**src/rtl/datapath_pkg.sv**
```systemverilog
// Constants shared by the terminal processor register datapath
package datapath_pkg;
	localparam int ACC_W = 8;
	localparam int LINE_W = 6;
	localparam int FLAG_W = 3;
	localparam int PC_W = 12;
	localparam int MEM_W = 16;
	localparam int AUX_W = 12;
	localparam int LINE_AUX_LSB = 6;
	localparam int FLAG_CARRY = 0;
	localparam int FLAG_ZERO = 1;
	localparam int FLAG_NEG = 2;
	localparam int MEM_LOW_TOP = 7;
	localparam int MEM_MID_TOP = 11;
	localparam int PC_LOW_TOP = 8;
	localparam int PC_BIT9 = 9;
	localparam int MEM_AUX_LOW_TOP = 8;
	localparam int INS_CARRY_BIT = 8;
	localparam int INS_ZERO_BIT = 9;
	localparam int INS_QUAL0_BIT = 0;
	localparam int INS_QUAL1_BIT = 1;
	localparam int INS_COMMON_A_BIT = 2;
	localparam int INS_COMMON_B_BIT = 13;
	localparam logic [7:0] ACC_RESET = 8'h00;
	localparam logic [5:0] LINE_RESET = 6'h00;
	localparam logic [2:0] FLAG_RESET = 3'h0;
	localparam logic [11:0] PC_RESET = 12'h000;
	localparam logic [15:0] MEM_RESET = 16'h0000;
	localparam logic [11:0] PC_STEP = 12'h002;
endpackage : datapath_pkg

```
**src/rtl/terminal_cpu_register_datapath.sv**
```systemverilog
// Register datapath of the terminal processor: registers, bus drivers, tests
`timescale 1ns/1ps

// Overview of operation
// - Line register loads from aux result upper six or accumulator; separate bus enable
// - Accumulator is 8 bits, set from adder bit, cleared from its inverse
// - AND-disable gates all sets, OR-disable gates all clears
// - Low nibble and high nibble of accumulator load on separate strobes
// - Accumulator feeds adder steering, line steering, and inverted output bus
// - Transfer enable puts accumulator bits 0-3 on byte bus bits 4-7
// - Flags: bit0 carry, bit1 zero result, bit2 byte result msb
// - Zero flag comes from all twelve aux adder bits or all eight byte adder bits being zero
// - Three drivers put the flags onto the memory data bus
// - Program counter is 12 bits, bit0 zero, loads bits 1-11 from aux result
// - Program counter advances through aux unit adding two
// - Counter output to aux bus uses three enables: bits 0-8, 9, 10-11
// - Top sector flag when counter bits 9, 10 and 11 all set
// - Test true when instruction bit 8 set and no carry stored
// - Zero flag test qualified by instruction bit 9; terms combined into one output
// - Negative and odd tests qualified by bits 0,1 and common term of bits 2,13
// - Accumulator to memory bus goes low or high byte by byte select
// - Memory register low or high byte, true or inverted, onto byte bus
// - Memory register 16 bits loaded by three strobes: 0-7, 8-11, 12-15
// - Memory register to aux bus: enable bits 0-8, enable bits 9-11
// - XOR enable drives accumulator xor memory low byte onto byte bus
// - Byte bus active high; memory data and aux buses active low
module terminal_cpu_register_datapath (
	input wire logic clk,
	input wire logic rst_n,
	input wire logic [7:0] byte_adder_sum,
	input wire logic byte_adder_carry,
	input wire logic [11:0] aux_adder_sum,
	input wire logic aux_adder_carry,
	input wire logic [11:0] aux_arith_result_reg,
	input wire logic [15:0] memory_data_bus_in_n,
	input wire logic flags_strobe,
	input wire logic flags_from_aux,
	input wire logic line_strobe,
	input wire logic line_from_aux_select,
	input wire logic line_from_accum_select,
	input wire logic line_to_bus_enable,
	input wire logic accum_or_disable,
	input wire logic accum_and_disable,
	input wire logic accum_low_strobe,
	input wire logic accum_high_strobe,
	input wire logic accum_nibble_to_bus_en,
	input wire logic pc_strobe,
	input wire logic pc_low_to_aux_en,
	input wire logic pc_bit9_to_aux_en,
	input wire logic pc_top_to_aux_en,
	input wire logic flags_to_membus_en,
	input wire logic accum_to_membus_ctrl,
	input wire logic memreg_true_to_bus_ctrl,
	input wire logic memreg_inv_to_bus_ctrl,
	input wire logic memreg_low_to_aux_en,
	input wire logic memreg_top_to_aux_en,
	input wire logic memreg_byte0_strobe,
	input wire logic memreg_mid_strobe,
	input wire logic memreg_top_strobe,
	input wire logic xor_unit_enable,
	input wire logic opcode_top_bit,
	input wire logic address_lsb,
	output logic [7:0] byte_arith_bus,
	output logic [15:0] memory_data_bus_n,
	output logic [11:0] aux_arith_bus_n,
	output logic [7:0] accum_out_bus_n,
	output logic [7:0] accum_to_adder,
	output logic [7:0] accumulator_reg,
	output logic [5:0] line_position_reg,
	output logic [2:0] condition_flags_reg,
	output logic [11:0] program_counter_reg,
	output logic [15:0] memory_data_reg,
	output logic top_sector_flag,
	output logic test_condition_out
);
	// ==========================================================
	// State
	typedef struct packed {
		logic [7:0] acc;
		logic [5:0] line;
		logic [2:0] flags;
		logic [11:0] pc;
		logic [15:0] mem;
	} state_s;

	state_s state_reg;
	state_s state_next;
	logic byte_select_term;
	logic accum_to_high_byte_en;
	logic accum_to_low_byte_en;
	logic high_byte_to_bus_en;
	logic low_byte_to_bus_en;
	logic high_byte_inv_to_bus_en;
	logic low_byte_inv_to_bus_en;
	logic [7:0] acc_set;
	logic [7:0] acc_clr;
	logic [7:0] acc_jk;
	logic [15:0] memory_data_bus;
	logic [11:0] aux_arith_bus;
	logic [7:0] mem_byte;
	logic aux_zero;
	logic common_term;

	// Byte select picks odd/even byte of a memory word
	function automatic logic pick(input logic ctrl, input logic high, input logic sel);
		pick = ctrl & (high ? sel : ~sel);
	endfunction : pick

	// ==========================================================
	// Byte enable decoding
	assign byte_select_term = address_lsb ^ opcode_top_bit;
	assign accum_to_high_byte_en = pick(accum_to_membus_ctrl, 1'b1, byte_select_term);
	assign accum_to_low_byte_en = pick(accum_to_membus_ctrl, 1'b0, byte_select_term);
	assign high_byte_to_bus_en = pick(memreg_true_to_bus_ctrl, 1'b1, byte_select_term);
	assign low_byte_to_bus_en = pick(memreg_true_to_bus_ctrl, 1'b0, byte_select_term);
	assign high_byte_inv_to_bus_en = pick(memreg_inv_to_bus_ctrl, 1'b1, byte_select_term);
	assign low_byte_inv_to_bus_en = pick(memreg_inv_to_bus_ctrl, 1'b0, byte_select_term);

	// ==========================================================
	// Accumulator J-K inputs
	generate
		for (genvar i = 0; i < datapath_pkg::ACC_W; i++)
		begin : g_acc
			assign acc_set[i] = byte_adder_sum[i] & ~accum_and_disable;
			assign acc_clr[i] = ~byte_adder_sum[i] & ~accum_or_disable;
			// J-K behaviour: set wins only with data one, clear only with data zero
			assign acc_jk[i] = acc_set[i] ? 1'b1 : (acc_clr[i] ? 1'b0 : state_reg.acc[i]);
		end
	endgenerate

	// ==========================================================
	// Shared buses, zero when no source is enabled
	always_comb
	begin
		byte_arith_bus = 8'h00;
		mem_byte = byte_select_term ? state_reg.mem[15:8] : state_reg.mem[7:0];
		// Sources OR together; a sequencer overlap shows as merged data
		if (accum_nibble_to_bus_en)
		begin
			byte_arith_bus = byte_arith_bus | {state_reg.acc[3:0], 4'h0};
		end
		if (line_to_bus_enable)
		begin
			byte_arith_bus = byte_arith_bus | {2'h0, state_reg.line};
		end
		if (high_byte_to_bus_en | low_byte_to_bus_en)
		begin
			byte_arith_bus = byte_arith_bus | mem_byte;
		end
		if (high_byte_inv_to_bus_en | low_byte_inv_to_bus_en)
		begin
			byte_arith_bus = byte_arith_bus | ~mem_byte;
		end
		if (xor_unit_enable)
		begin
			byte_arith_bus = byte_arith_bus | (state_reg.acc ^ state_reg.mem[7:0]);
		end
	end

	always_comb
	begin
		memory_data_bus = 16'h0000;
		if (accum_to_low_byte_en)
		begin
			memory_data_bus[7:0] = state_reg.acc;
		end
		if (accum_to_high_byte_en)
		begin
			memory_data_bus[15:8] = state_reg.acc;
		end
		if (flags_to_membus_en)
		begin
			memory_data_bus[2:0] = memory_data_bus[2:0] | state_reg.flags;
		end
	end

	always_comb
	begin
		aux_arith_bus = 12'h000;
		if (pc_low_to_aux_en)
		begin
			aux_arith_bus[8:0] = state_reg.pc[8:0];
		end
		if (pc_bit9_to_aux_en)
		begin
			aux_arith_bus[9] = state_reg.pc[9];
		end
		if (pc_top_to_aux_en)
		begin
			aux_arith_bus[11:10] = state_reg.pc[11:10];
		end
		if (memreg_low_to_aux_en)
		begin
			aux_arith_bus[8:0] = aux_arith_bus[8:0] | state_reg.mem[8:0];
		end
		if (memreg_top_to_aux_en)
		begin
			aux_arith_bus[11:9] = aux_arith_bus[11:9] | state_reg.mem[11:9];
		end
	end

	// Active-low buses toward memory and aux unit
	assign memory_data_bus_n = ~memory_data_bus;
	assign aux_arith_bus_n = ~aux_arith_bus;
	assign accum_out_bus_n = ~state_reg.acc;
	assign accum_to_adder = state_reg.acc;

	// ==========================================================
	// Flags and tests
	assign aux_zero = (aux_adder_sum == 12'h000);
	assign common_term = memory_data_reg[datapath_pkg::INS_COMMON_A_BIT]
		& memory_data_reg[datapath_pkg::INS_COMMON_B_BIT];
	assign test_condition_out =
		(memory_data_reg[datapath_pkg::INS_CARRY_BIT]
			& ~condition_flags_reg[datapath_pkg::FLAG_CARRY])
		| (memory_data_reg[datapath_pkg::INS_ZERO_BIT]
			& condition_flags_reg[datapath_pkg::FLAG_ZERO])
		| (memory_data_reg[datapath_pkg::INS_QUAL0_BIT]
			& memory_data_reg[datapath_pkg::INS_QUAL1_BIT] & common_term
			& condition_flags_reg[datapath_pkg::FLAG_NEG])
		| (memory_data_reg[datapath_pkg::INS_QUAL0_BIT]
			& memory_data_reg[datapath_pkg::INS_QUAL1_BIT] & common_term
			& accumulator_reg[0]);
	assign top_sector_flag = &program_counter_reg[11:9];

	// ==========================================================
	// Next state
	always_comb
	begin
		state_next = state_reg;
		if (accum_low_strobe)
		begin
			state_next.acc[3:0] = acc_jk[3:0];
		end
		if (accum_high_strobe)
		begin
			state_next.acc[7:4] = acc_jk[7:4];
		end
		if (line_strobe)
		begin
			state_next.line = ({6{line_from_aux_select}} & aux_arith_result_reg[11:6])
				| ({6{line_from_accum_select}} & state_reg.acc[5:0]);
		end
		if (flags_strobe)
		begin
			state_next.flags[datapath_pkg::FLAG_CARRY] =
				flags_from_aux ? aux_adder_carry : byte_adder_carry;
			state_next.flags[datapath_pkg::FLAG_ZERO] =
				flags_from_aux ? aux_zero : (byte_adder_sum == 8'h00);
			state_next.flags[datapath_pkg::FLAG_NEG] =
				flags_from_aux ? state_reg.flags[datapath_pkg::FLAG_NEG]
				: byte_adder_sum[7];
		end
		if (pc_strobe)
		begin
			state_next.pc = {aux_arith_result_reg[11:1], 1'b0};
		end
		if (memreg_byte0_strobe)
		begin
			state_next.mem[7:0] = ~memory_data_bus_in_n[7:0];
		end
		if (memreg_mid_strobe)
		begin
			state_next.mem[11:8] = ~memory_data_bus_in_n[11:8];
		end
		if (memreg_top_strobe)
		begin
			state_next.mem[15:12] = ~memory_data_bus_in_n[15:12];
		end
	end

	always_ff @(posedge clk)
	begin
		if (!rst_n)
		begin
			state_reg <= '{acc: datapath_pkg::ACC_RESET, line: datapath_pkg::LINE_RESET,
				flags: datapath_pkg::FLAG_RESET, pc: datapath_pkg::PC_RESET,
				mem: datapath_pkg::MEM_RESET};
		end
		else
		begin
			state_reg <= state_next;
		end
	end

	assign accumulator_reg = state_reg.acc;
	assign line_position_reg = state_reg.line;
	assign condition_flags_reg = state_reg.flags;
	assign program_counter_reg = state_reg.pc;
	assign memory_data_reg = state_reg.mem;
endmodule : terminal_cpu_register_datapath

```
**config.mk**
```make
export PLATFORM = sky130hd
export DESIGN_NAME = terminal_cpu_register_datapath
export DESIGN_NICKNAME = d
export VERILOG_FILES = /design/src/rtl/datapath_pkg.sv /design/src/rtl/terminal_cpu_register_datapath.sv
export SDC_FILE = /design/constraint.sdc
export NUM_CORES = 1
export LEC_CHECK = 0
export ABC_CLOCK_PERIOD_IN_PS = 1710
export BUFFER_PORTS_ARGS = -buffer_cell sky130_fd_sc_hd__buf_2
export CORE_MARGIN = 2
export CORE_UTILIZATION = 35
export CTS_BUF_LIST = sky130_fd_sc_hd__clkbuf_4 sky130_fd_sc_hd__clkbuf_8
export CTS_CLUSTER_DIAMETER = 30
export DETAILED_ROUTE_END_ITERATION = 10
export GPL_ROUTABILITY_DRIVEN = 0
export PLACE_DENSITY_LB_ADDON = 0.3
export SETUP_SLACK_MARGIN = 0.2
export SYNTH_ARGS = -nofsm -noshare
export SYNTH_HDL_FRONTEND = slang
export SYNTH_SLANG_ARGS = --single-unit
```
**constraint.sdc**
```tcl
create_clock -name clk -period 1.71 [get_ports clk]
set_input_delay 0.342 -clock clk [delete_from_list [all_inputs] [get_ports clk]]
set_output_delay 0.342 -clock clk [all_outputs]
set_load 0.1 [all_outputs]
```
# Word-level counts from Yosys, hierarchy flattened
# Index checks and enable logic that the tools add are counted.
word_totals:
  elab_cells: 133
  output_inout_bits: 99
  ff_bits: 44
  inputBits: 79
classes:
  bitwise_logic: 66
  muxes: 32
  reduce_logical: 20
op_table:
  columns: ["op", "n"]
  rows:
  - ["8-bit 2-to-1 mux", 8]
  - ["1-bit bitwise AND", 29]
  - ["8-bit inverter", 3]
  - ["8-bit OR", 3]
  - ["1-bit 2-to-1 mux", 19]
  - ["9-bit 2-to-1 mux", 2]
  - ["2-bit AND reduction", 9]
  - ["16-bit inverter", 1]
  - ["2-bit nonzero test", 8]
  - ["1-bit inverter", 13]
  - ["6-bit bitwise AND", 2]
  - ["12-bit logical NOT", 1]
  - ["12-bit inverter", 1]
  - ["9-bit OR", 1]
  - ["8-bit logical NOT", 1]
  - ["4-bit inverter", 2]
  - ["8-bit by 6-bit OR with 8-bit output", 1]
  - ["8-bit XOR", 1]
  - ["3-bit 2-to-1 mux", 2]
  - ["3-bit OR", 2]
  - ["6-bit OR", 1]
  - ["1-bit OR", 5]
  - ["3-bit AND reduction", 1]
  - ["2-bit 2-to-1 mux", 1]
  - ["1-bit XOR", 1]

# Longest topological paths before layout
# Gate-level depths: netlist of run 1.
logic_depth:
  depth_word: 9
  mapped_depth: 4
  depth_no_buf: 3

# Worst setup path before layout of run 1
# No wires, ideal clock.
synth_path:
  kind: "register to output"
  start: "register state_reg (netlist bit accum_to_adder[0])"
  end: "output port byte_arith_bus[0]"
  path_stages_with_launch: 5
  t_arrival_ns: 3.162
  path_slack_ns: -1.794
  path_cell_list: "dfxtp_1 -> buf_2 -> xor2_1 -> a221oi_1 -> mux2i_1"
synth_between:
  elab_chain_cells: 3
synth_rtl:
  columns: ["element", "line_no", "source"]
  rows:
  - ["start: declaration", "terminal_cpu_register_datapath.sv:86", "state_s state_reg;"]
  - ["start signal: assignment", "terminal_cpu_register_datapath.sv:276", "state_reg <= '{acc: datapath_pkg::ACC_RESET, line: datapath_pkg::LINE_RESET,"]
  - ["start signal: assignment", "terminal_cpu_register_datapath.sv:282", "state_reg <= state_next;"]
  - ["8-bit XOR", "terminal_cpu_register_datapath.sv:156", "byte_arith_bus = byte_arith_bus | (state_reg.acc ^ state_reg.mem[7:0]);"]
  - ["8-bit OR", "terminal_cpu_register_datapath.sv:156", null]
  - ["8-bit 2-to-1 mux", "terminal_cpu_register_datapath.sv:154", "if (xor_unit_enable)"]
  - ["end: declaration", "terminal_cpu_register_datapath.sv:63", "output logic [7:0] byte_arith_bus,"]
# No other way between the ends.

# Worst setup path in the final report of run 1
layout_path:
  start: "input port opcode_top_bit"
  end: "output port byte_arith_bus[0]"
layout_between:
  elab_chain_cells: 9
layout_rtl:
  columns: ["element", "line_no", "source"]
  rows:
  - ["start: declaration", "terminal_cpu_register_datapath.sv:61", "input wire logic opcode_top_bit,"]
  - ["1-bit XOR *", "terminal_cpu_register_datapath.sv:111", "assign byte_select_term = address_lsb ^ opcode_top_bit;"]
  - ["1-bit inverter", "terminal_cpu_register_datapath.sv:106", "pick = ctrl & (high ? sel : ~sel);"]
  - ["1-bit bitwise AND", "terminal_cpu_register_datapath.sv:106", null]
  - ["1-bit OR", "terminal_cpu_register_datapath.sv:146", "if (high_byte_to_bus_en | low_byte_to_bus_en)"]
  - ["8-bit 2-to-1 mux", "terminal_cpu_register_datapath.sv:146", null]
  - ["8-bit OR", "terminal_cpu_register_datapath.sv:152", "byte_arith_bus = byte_arith_bus | ~mem_byte;"]
  - ["8-bit 2-to-1 mux *", "terminal_cpu_register_datapath.sv:150", "if (high_byte_inv_to_bus_en | low_byte_inv_to_bus_en)"]
  - ["8-bit OR", "terminal_cpu_register_datapath.sv:156", null]
  - ["8-bit 2-to-1 mux *", "terminal_cpu_register_datapath.sv:154", null]
# Every way passes the cells marked *; elsewhere a longest branch is shown, timed or not.

==> run metrics, run 1 <==
fill cell count=478; Site Rows=30; initial antenna violation count=0; final hold vios=0; per-cell routed wire length=18.2 µm; multi-input logic area=1890 µm²; CTS tree=built; pwr dens=819 nW/µm²; layout cell share with drive strength beyond 1=0.706; Placed Cells=approximately 550; Hold Path Class=primary input to flop; #FFs+latches synth=44; P_sw=2110 µW; worst reg-to-reg path cell count=4; fin cells=566; most common cell in the netlist=nand2_1; Sw Share=0.493; Total Routed Length=10.3 mm; Die Wd=88.7 µm; status=finished with violations; Setup CP Type=primary input to output port; Max Slew Vio Count=0; peak supply drop=slightly below 0.0004 V; setup TNS=-4400 ps; total global-route track usage=0.259; CTS H-tree depth=2; num ports=around 180; Pint=~2200 µW; buffers added on ports=~180; Post-Syn Area=about 2500 µm²; detailed placement HPWL=7.45 mm; CP endpoint=byte_arith_bus[0]; Max Cap Violations=0; Die Area=between 7000 and 8000 µm²; initial core utilization=0.366; maximum clock frequency=0.508 GHz; Most used DFF post-synth=dfxtp_1; sequential fraction of the synthesis area=0.351; main area contributors after synthesis=dfxtp_1 (35%), mux2i_1 (12%), o211a_1 (9.2%); maximum clock path buffer count=2; Largest register FFs=16; Leak=0.00252 µW; Final #Nets=548; total CTS buffers=5; startpoint types=primary input; reg-to-reg startpoint=accum_to_adder[3]; Clock power frac=0.154; Comb power frac=0.568; synth cell count leaders=nand2_1 (46), dfxtp_1 (44), mux2i_1 (29); Tmin final=slightly below 2000 ps; first-pass GRT wire length=15.5 mm; Final Setup Violations=24; worst setup margin=-257 ps; CP Max Fanout=8; FF-to-FF setup slack=710 ps; total grt overflow=0; critical path required time=roughly 1400 ps; worst path buffer plus inverter count=3; WP data arrival=1630 ps; Sequential Power Share=0.278; vias in the first global route=2994; Clock Sinks=between 40 and 50; root buffer cell=clkbuf_8; iteration-0 DRC count of the detailed router=84; failing checks=setup timing; Async S/R FF share, synth=0; Worst R2R End=accum_to_adder[3]; core area=6870 µm²; post-synth top area share=0.351; vias after detailed routing=2944; CP Capture Type=output port; Skew-Pair Late Insertion Delay=~300 ps; cts hold-fix bufs=0; slowest CP cell=mux2i_4; die height=88.7 µm; Mapped Cells=between 200 and 300; largest net degree at the start of global routing=35; final cycle utilization of the critical path=1.15; Crit path depth=6; Routed Antenna Nets=0; Post-synth EDFFs=0; crit-path cells=buf_8, xnor2_4, buf_12, mux2i_4, mux2i_4, buf_12; Critical path origin=opcode_top_bit; register area=1020 µm²; clk slew on worst S/H paths=approximately 80 ps; dpl ws=-332 ps; Yosys top cell by area=dfxtp_1; Via density=between 5 and 6; Synthesized Nets=363; Post-route DRC=0; antenna cells=0; delay-heaviest family, CP=multiplexers; Synth cell types=32; final core utilization=0.761; Yosys warning total=0; area grow syn2layout=108%; TritonRoute pass-1 iters=4; clock skew=4.82 ps; RSZ-0062 raised after global routing=true; Final Total Pwr=4280 µW; CP max stage delay=just over 300 ps; synthesized area per cell=8.85 µm²
[worst min-delay path by stage]
| stage | start | to | cells past startpoint |
|---|---|---|---|
| after floorplan | flags_strobe | condition_flags_reg[1] | 1 |
| after global placement | memory_data_reg[15] | memory_data_reg[15] | 1 |
| after detailed placement | memory_data_reg[15] | memory_data_reg[15] | 1 |
| after CTS | flags_strobe | condition_flags_reg[1] | 2 |
| after global routing | memory_data_bus_in_n[10] | memory_data_reg[10] | 3 |
| final | flags_strobe | condition_flags_reg[1] | 2 |
[worst register-to-register path: cells and delay by family (launching register included)]
| kind | cells | cell delay [ps] |
|---|---|---|
| buf+inv | 2 | 280 |
| flops | 1 | 380 |
| compound gates | 2 | 240 |
[routing by layer]
layer / vias to the layer above / wire (µm) / global-route usage / part of all wire
li1: 1399 / - / - / -
met1: 1391 / 3810 / 0.283 / 0.37
met2: 137 / 5550 / 0.488 / 0.54
met3: 17 / 797 / 0.0681 / 0.077
met4: 0 / 158 / 0.0702 / 0.015
met5: - / 0 / 0 / 0
[final cells by class]
type / instances / area share
Inverter: 9 / 0.0122
Clock buffer: 5 / 0.0132
Multi-Input combinational cell: 196 / 0.362
Clock inverter: 3 / 0.00359
Timing Repair Buffer: 213 / 0.391
Sequential cell: 44 / 0.195
Tap cell: 96 / 0.0230
[metrics by stage]
| stage | area (µm²) | hold slack (ps) |
|---|---|---|
| detailed placement | 4480 | 476 |
| global placement | 4480 | 472 |
| floorplan | 2990 | 435 |
| global route | 5230 | 285 |
| finish | 5230 | 279 |
| CTS | 5060 | 260 |
[power groups by stage]
stage | sequential (µW) | combinational (µW) | clock (µW)
3_3_place_gp | 1200 | 2170 | 0
3_5_place_dp | 1200 | 2190 | 0
6_report | 1190 | 2430 | 657
4_1_cts | 1190 | 2370 | 677
5_1_grt | 1200 | 2510 | 717
2_1_floorplan | 1670 | 1120 | 0
[cell families after synthesis]
group | after synthesis | share of synthesized area
compound gates | 80 | 0.266
xor+xnor | 9 | 0.0388
buf+inv | 44 | 0.0852
flops | 44 | 0.351
mux | 29 | 0.116
other cells | 1 | 0.00149
simple gates | 77 | 0.142
[cell usage in the layout (no fill, tap or decap), types with 11 or more instances in the layout]
cell type	synthesis	layout
mux2i_1	29	13
mux2i_4	0	16
buf_6	1	28
nand2_1	46	33
nor2b_1	16	15
dfxtp_2	0	11
o211a_1	23	23
dfxtp_4	0	33
a22oi_2	3	14
buf_2	6	102
buf_12	0	44
buf_4	9	26
nand2_4	0	11
[what timing repair did]
action / 4_1_cts / 5_1_grt
gates resized for setup: 117 / 29
pin swaps: 10 / 7
setup endpoints to repair: 51 / 44
buffers inserted: 5 / 5
No activity file was read; power rests on OpenSTA's default activity.
==> inputs of run 2 (changes only) <==
ABC_AREA = 1   (was default)
==> run 2 against run 1 <==
Net effect: the flow now finishes without violations; sequential power hardly changed; setup slack better by 260 ps; global-route usage is 0.25 points higher; register-to-register slack worse by 200 ps; first-iteration DRC count is 100% higher.
==> run metrics, run 2 <==
Via density=5.10 (-1.9%); num ports=178 (unchanged); final cycle utilization of the critical path=0.999 (-0.151); clk slew on worst S/H paths=80 ps (about the same); Clock Sinks=44 (unchanged); core area=7370 µm² (+7.3%); Final #Nets=708 (+29%); dpl cell area=4500 µm² (+0.39%); #FFs+latches synth=44 (unchanged); Final Setup Violations=0 (-100%); Hold Path Class=primary input to flop; Async S/R FF share, synth=0 (unchanged); startpoint types=flop; Site Rows=31 (+3.3%); total grt overflow=0 (unchanged); first-pass GRT wire length=17.4 mm (+12%); fin area=5520 µm² (+5.7%); Routed Antenna Nets=0 (unchanged); die height=91.7 µm (+3.4%); vias in the first global route=3541 (+18%); worst setup margin=1.97 ps (+259 ps); synthesized area per cell=6.55 µm² (-26%); Total Routed Length=12.2 mm (+18%); final hold vios=0 (unchanged); RSZ-0062 raised after global routing=true; most frequent cells in the layout=buf_2 (106), nand2_1 (66), buf_12 (50); Leak=0.00277 µW (+10%); Die Area=8410 µm² (+6.9%); buffers added on ports=175 (unchanged); Tmin final=1710 ps (-259 ps); critical path required time=1370 ps (about the same); Mapped Cells=411 (+45%); vias after detailed routing=3720 (+26%); fin cells=729 (+29%); detailed placement HPWL=8.18 mm (+9.8%); clock skew=6.51 ps (+1.70 ps); sequential fraction of the synthesis area=0.327 (-0.0236); per-cell routed wire length=16.8 µm (-8.0%); Placed Cells=676 (+23%); total global-route track usage=0.261 (+0.00250); Die Wd=91.7 µm (+3.4%); setup TNS=0 ps (+4400 ps); commonest non-fill, non-tap cell in the layout=buf_2; Post-Syn Area=2690 µm² (+7.2%); iteration-0 DRC count of the detailed router=172 (+100%); area grow syn2layout=105%; main area contributors after synthesis=dfxtp_1 (33%), nand2_1 (12%), inv_1 (10%); CP Max Fanout=4 (-4); initial core utilization=0.366 (about the same); Slew HR=0.594; pwr dens=740 nW/µm² (-9.6%); Yosys top cell by area=dfxtp_1; dpl ws=-118 ps (+214 ps); layout cell share with drive strength beyond 1=0.621 (-0.0857); largest net degree at the start of global routing=30 (-14%); CP Capture Type=output port; CTS tree=built; synth cell count leaders=nand2_1 (89), inv_1 (74), o21ai_0 (45); status=completed; Most used DFF post-synth=dfxtp_1; Yosys warning total=0 (unchanged); TritonRoute pass-1 iters=5 (+1); total CTS buffers=5 (unchanged); root buffer cell=clkbuf_8; initial antenna violation count=0 (unchanged); Max Slew Vio Count=0 (unchanged); Largest register FFs=16 (unchanged); Post-synth EDFFs=0 (unchanged); Synth cell types=31 (-3.1%); antenna cells=0 (unchanged); Post-route DRC=0 (unchanged); Max Cap Violations=0 (unchanged); WP data arrival=1370 ps (-260 ps); peak supply drop=0.000481 V (+23%); cts hold-fix bufs=0 (unchanged); Slew @ Worst Pin=608 ps; CTS H-tree depth=2 (unchanged); most common cell in the netlist=nand2_1; Skew-Pair Late Insertion Delay=300 ps (about the same); post-synth top area share=0.327 (-0.0236); Synthesized Nets=490 (+35%); maximum clock path buffer count=2 (unchanged); Setup CP Type=flop to output port; maximum clock frequency=0.585 GHz (+15%)
[run 2: cell types whose count changed in the layout (fill, tap and decap cells not counted), moves of 16 or more]
cell	change
nand2_1	+33
o21ai_0	+24
buf_4	+22
inv_1	+32
mux2i_4	-16
o211a_1	-23
a21oi_1	+30
inv_2	+21
nor2_1	+33
[run 2: area by class of cell]
cell class,count,area [µm²]
tap,99,124
timing repair buffer,232,2200
clock buffer,7,83.8
inverter,75,364
sequential,44,995
clock inverter,1,3.75
multi-input combinational,271,1760
fill,538,1850
[run 2: worst paths after layout]
path,start,end,slack [ps],cells past startpoint
worst max-delay path,accum_to_adder[6],byte_arith_bus[6],2,7
worst min-delay path,memory_data_bus_in_n[3],memory_data_reg[3],200,2
worst max register to register,accum_to_adder[2],line_position_reg[2],510,7
worst min register to register,program_counter_reg[10],program_counter_reg[10],510,2
[run 2: cell families (layout without fill, tap and decap cells)]
logic type	count (synthesis)	after routing	share of synthesized area
buffers and inverters	97	315	0.161
and+or+nand+nor	161	162	0.270
AOI/OAI and AO/OA	108	108	0.241
DFF	44	44	0.327
other	1	1	0.00139
[run 2: where the power goes]
part / total [µW] / internal, µW / switching (µW)
Clock: 677 / 317 / 360
Combinational: 2240 / 672 / 1570
Sequential: 1170 / 1080 / 90.6
Total: 4090 / 2070 / 2020
[run 2: stage by stage]
stage / hold slack (ps) / util / power [µW]
after floorplan: 421 / - / 2640
after global placement: 485 / 0.610 / 3160
after detailed placement: 493 / 0.610 / 3180
after CTS: 193 / 0.697 / 3980
after global routing: 196 / 0.749 / 4230
final: 201 / 0.749 / 4090
[run 2: metal layers]
| metal | routed length (µm) | share of wire | vias up | track usage |
|---|---|---|---|---|
| met5 | 0 | 0 | - | 0 |
| met3 | 807 | 0.066 | 53 | 0.0460 |
| met1 | 4410 | 0.36 | 1734 | 0.285 |
| li1 | - | - | 1756 | - |
| met2 | 6410 | 0.52 | 177 | 0.486 |
| met4 | 590 | 0.048 | 0 | 0.123 |
[run 2: timing repair]
item                       CTS  global route
pin swaps                   14            12
resized for setup           94            74
setup endpoints to repair   59            51
buffers inserted            26            18
cloned                       1             0
[run 2: critical path, stage by stage, from the launching register on]
cell and delay [ps]:
dfxtp_4 390, clkinvlp_4 130, nand2_2 80, nand3_1 70
nand2_1 100, inv_2 60, nand3_4 70, buf_12 170
==> inputs of run 3 (changes only) <==
ABC_CLOCK_PERIOD_IN_PS = 1400   (was 1710)
clock period = 1.4 ns   (was 1.71 ns; I/O delays follow)
==> run 3 against run 2 <==
Net effect: first-iteration DRC count is 140% higher; setup slack got worse by 300 ps; total power increased by 39%; clock-buffer cell count down 2; via count grew 8.6%; cell count is 1.4% higher; the flow now finishes with violations (setup timing); sequential share of layout area fell by 2.7 points; non-clock buffer count increased by 10; global-route usage grew 5.3 points; sequential power is 25% higher; clock power increased by 48%; die area unchanged.
==> run metrics, run 3 (synthesized netlist as in run 2, its figures left out) <==
antenna cells=0 (unchanged); Placed Cells=689 (+1.9%); worst setup margin=-302 ps (-304 ps); vias after detailed routing=4041 (+8.6%); vias in the first global route=3880 (+9.6%); Final Setup Violations=53 (+53); Post-route DRC=0 (unchanged); most frequent cells in the layout=buf_12 (89), buf_2 (74), nand2_1 (65); die height=91.7 µm (unchanged); Max Cap Violations=0 (unchanged); total CTS buffers=5 (unchanged); CTS H-tree depth=2 (unchanged); clk slew on worst S/H paths=100 ps (+20 ps); buffers added on ports=175 (unchanged); Die Area=8410 µm² (unchanged); maximum clock frequency=0.587 GHz; failing checks=setup timing; first-pass GRT wire length=20.8 mm (+19%); Clock Sinks=44 (unchanged); maximum clock path buffer count=2 (unchanged); Skew-Pair Late Insertion Delay=300 ps (about the same); core area=7370 µm² (unchanged); Leak=0.00311 µW (+12%); Hold Path Class=primary input to flop; initial antenna violation count=0 (unchanged); RSZ-0062 raised after global routing=true; per-cell routed wire length=21.0 µm (+25%); Final Total Pwr=5670 µW (+39%); status=finished with violations; iteration-0 DRC count of the detailed router=408 (+140%); pwr dens=850 nW/µm² (+15%); Tmin final=1700 ps; CP Capture Type=output port; Setup CP Type=flop to output port; final hold slack=144 ps (-56.4 ps); WP data arrival=1420 ps (+50 ps); CP Max Fanout=4 (unchanged); startpoint types=flop; num ports=178 (unchanged); Max Slew Vio Count=0 (unchanged); TritonRoute pass-1 iters=5 (unchanged); initial core utilization=0.366 (unchanged); largest net degree at the start of global routing=28 (-6.7%); detailed placement HPWL=9.21 mm (+13%); commonest non-fill, non-tap cell in the layout=buf_12; layout cell share with drive strength beyond 1=0.653 (+0.0325); critical path required time=1120 ps (-250 ps); Final #Nets=718 (+1.4%); Total Routed Length=15.5 mm (+27%); total grt overflow=0 (unchanged); final hold vios=0 (unchanged); clock skew=7.58 ps (+1.07 ps); final cycle utilization of the critical path=1.22; area grow syn2layout=147%; dpl cell area=5470 µm² (+22%); CTS tree=built; setup TNS=-5740 ps (-5740 ps); Via density=5.47 (+7.2%); Site Rows=31 (unchanged); Routed Antenna Nets=0 (unchanged); fin cells=739 (+1.4%); Largest register FFs=16 (unchanged); total global-route track usage=0.314 (+0.0525); Die Wd=91.7 µm (unchanged); root buffer cell=clkbuf_8; peak supply drop=0.000601 V (+25%); fin area=6660 µm² (+21%)
[run 3: cell type report]
class / instances / area [µm²]
Sequential cell: 44 / 1020
Clock buffer: 5 / 68.8
Fill cell: 283 / 706
Multi-Input combinational cell: 271 / 1890
Tap cell: 99 / 124
Inverter: 75 / 493
Clock inverter: 3 / 41.3
Timing Repair Buffer: 242 / 3030
[run 3: through the flow]
stage	utilization	setup WS, ps
2_1_floorplan	-	-917
3_3_place_gp	0.742	-298
3_5_place_dp	0.742	-352
4_1_cts	0.856	-222
5_1_grt	0.904	-348
6_report	0.904	-302
[run 3: timing repair]
| action | 4_1_cts | 5_1_grt |
|---|---|---|
| endpoints found under the setup margin | 82 | 79 |
| resized for setup | 147 | 59 |
| buffers inserted | 25 | 16 |
| hold buffers | 0 | 0 |
| gates cloned | 1 | 0 |
| pin swaps | 17 | 19 |
[run 3: critical path, cell delays in order (launching register included)]
cell	delay, ps
dfxtp_4	410
clkinvlp_4	110
nand2_1	70
nand3_1	110
nand2_1	120
inv_2	60
nand3_4	80
buf_12	170
[run 3: routing by layer]
| layer | routed length (µm) | global-route usage |
|---|---|---|
| met1 | 5370 | 0.363 |
| met2 | 8180 | 0.583 |
| met3 | 1290 | 0.0592 |
| met4 | 662 | 0.0908 |
| met5 | 0 | 0 |
[run 3: path summary, 6_finish.rpt]
| check | end | startpoint | depth (start not counted) | slack [ps] |
|---|---|---|---|---|
| setup / recovery | byte_arith_bus[3] | accum_to_adder[3] | 7 | -300 |
| hold / removal | memory_data_reg[9] | memory_data_bus_in_n[9] | 2 | 140 |
| setup reg to reg | line_position_reg[2] | accum_to_adder[2] | 7 | 170 |
| hold reg to reg | program_counter_reg[3] | program_counter_reg[3] | 2 | 530 |
[run 3: power breakdown]
group          total, µW  switching (µW)  internal [µW]  leakage [µW]
Sequential          1460             140           1320      0.000389
Combinational       3210            2060           1150       0.00267
Clock               1000             470            530     0.0000585
Total               5670            2670           3000       0.00311
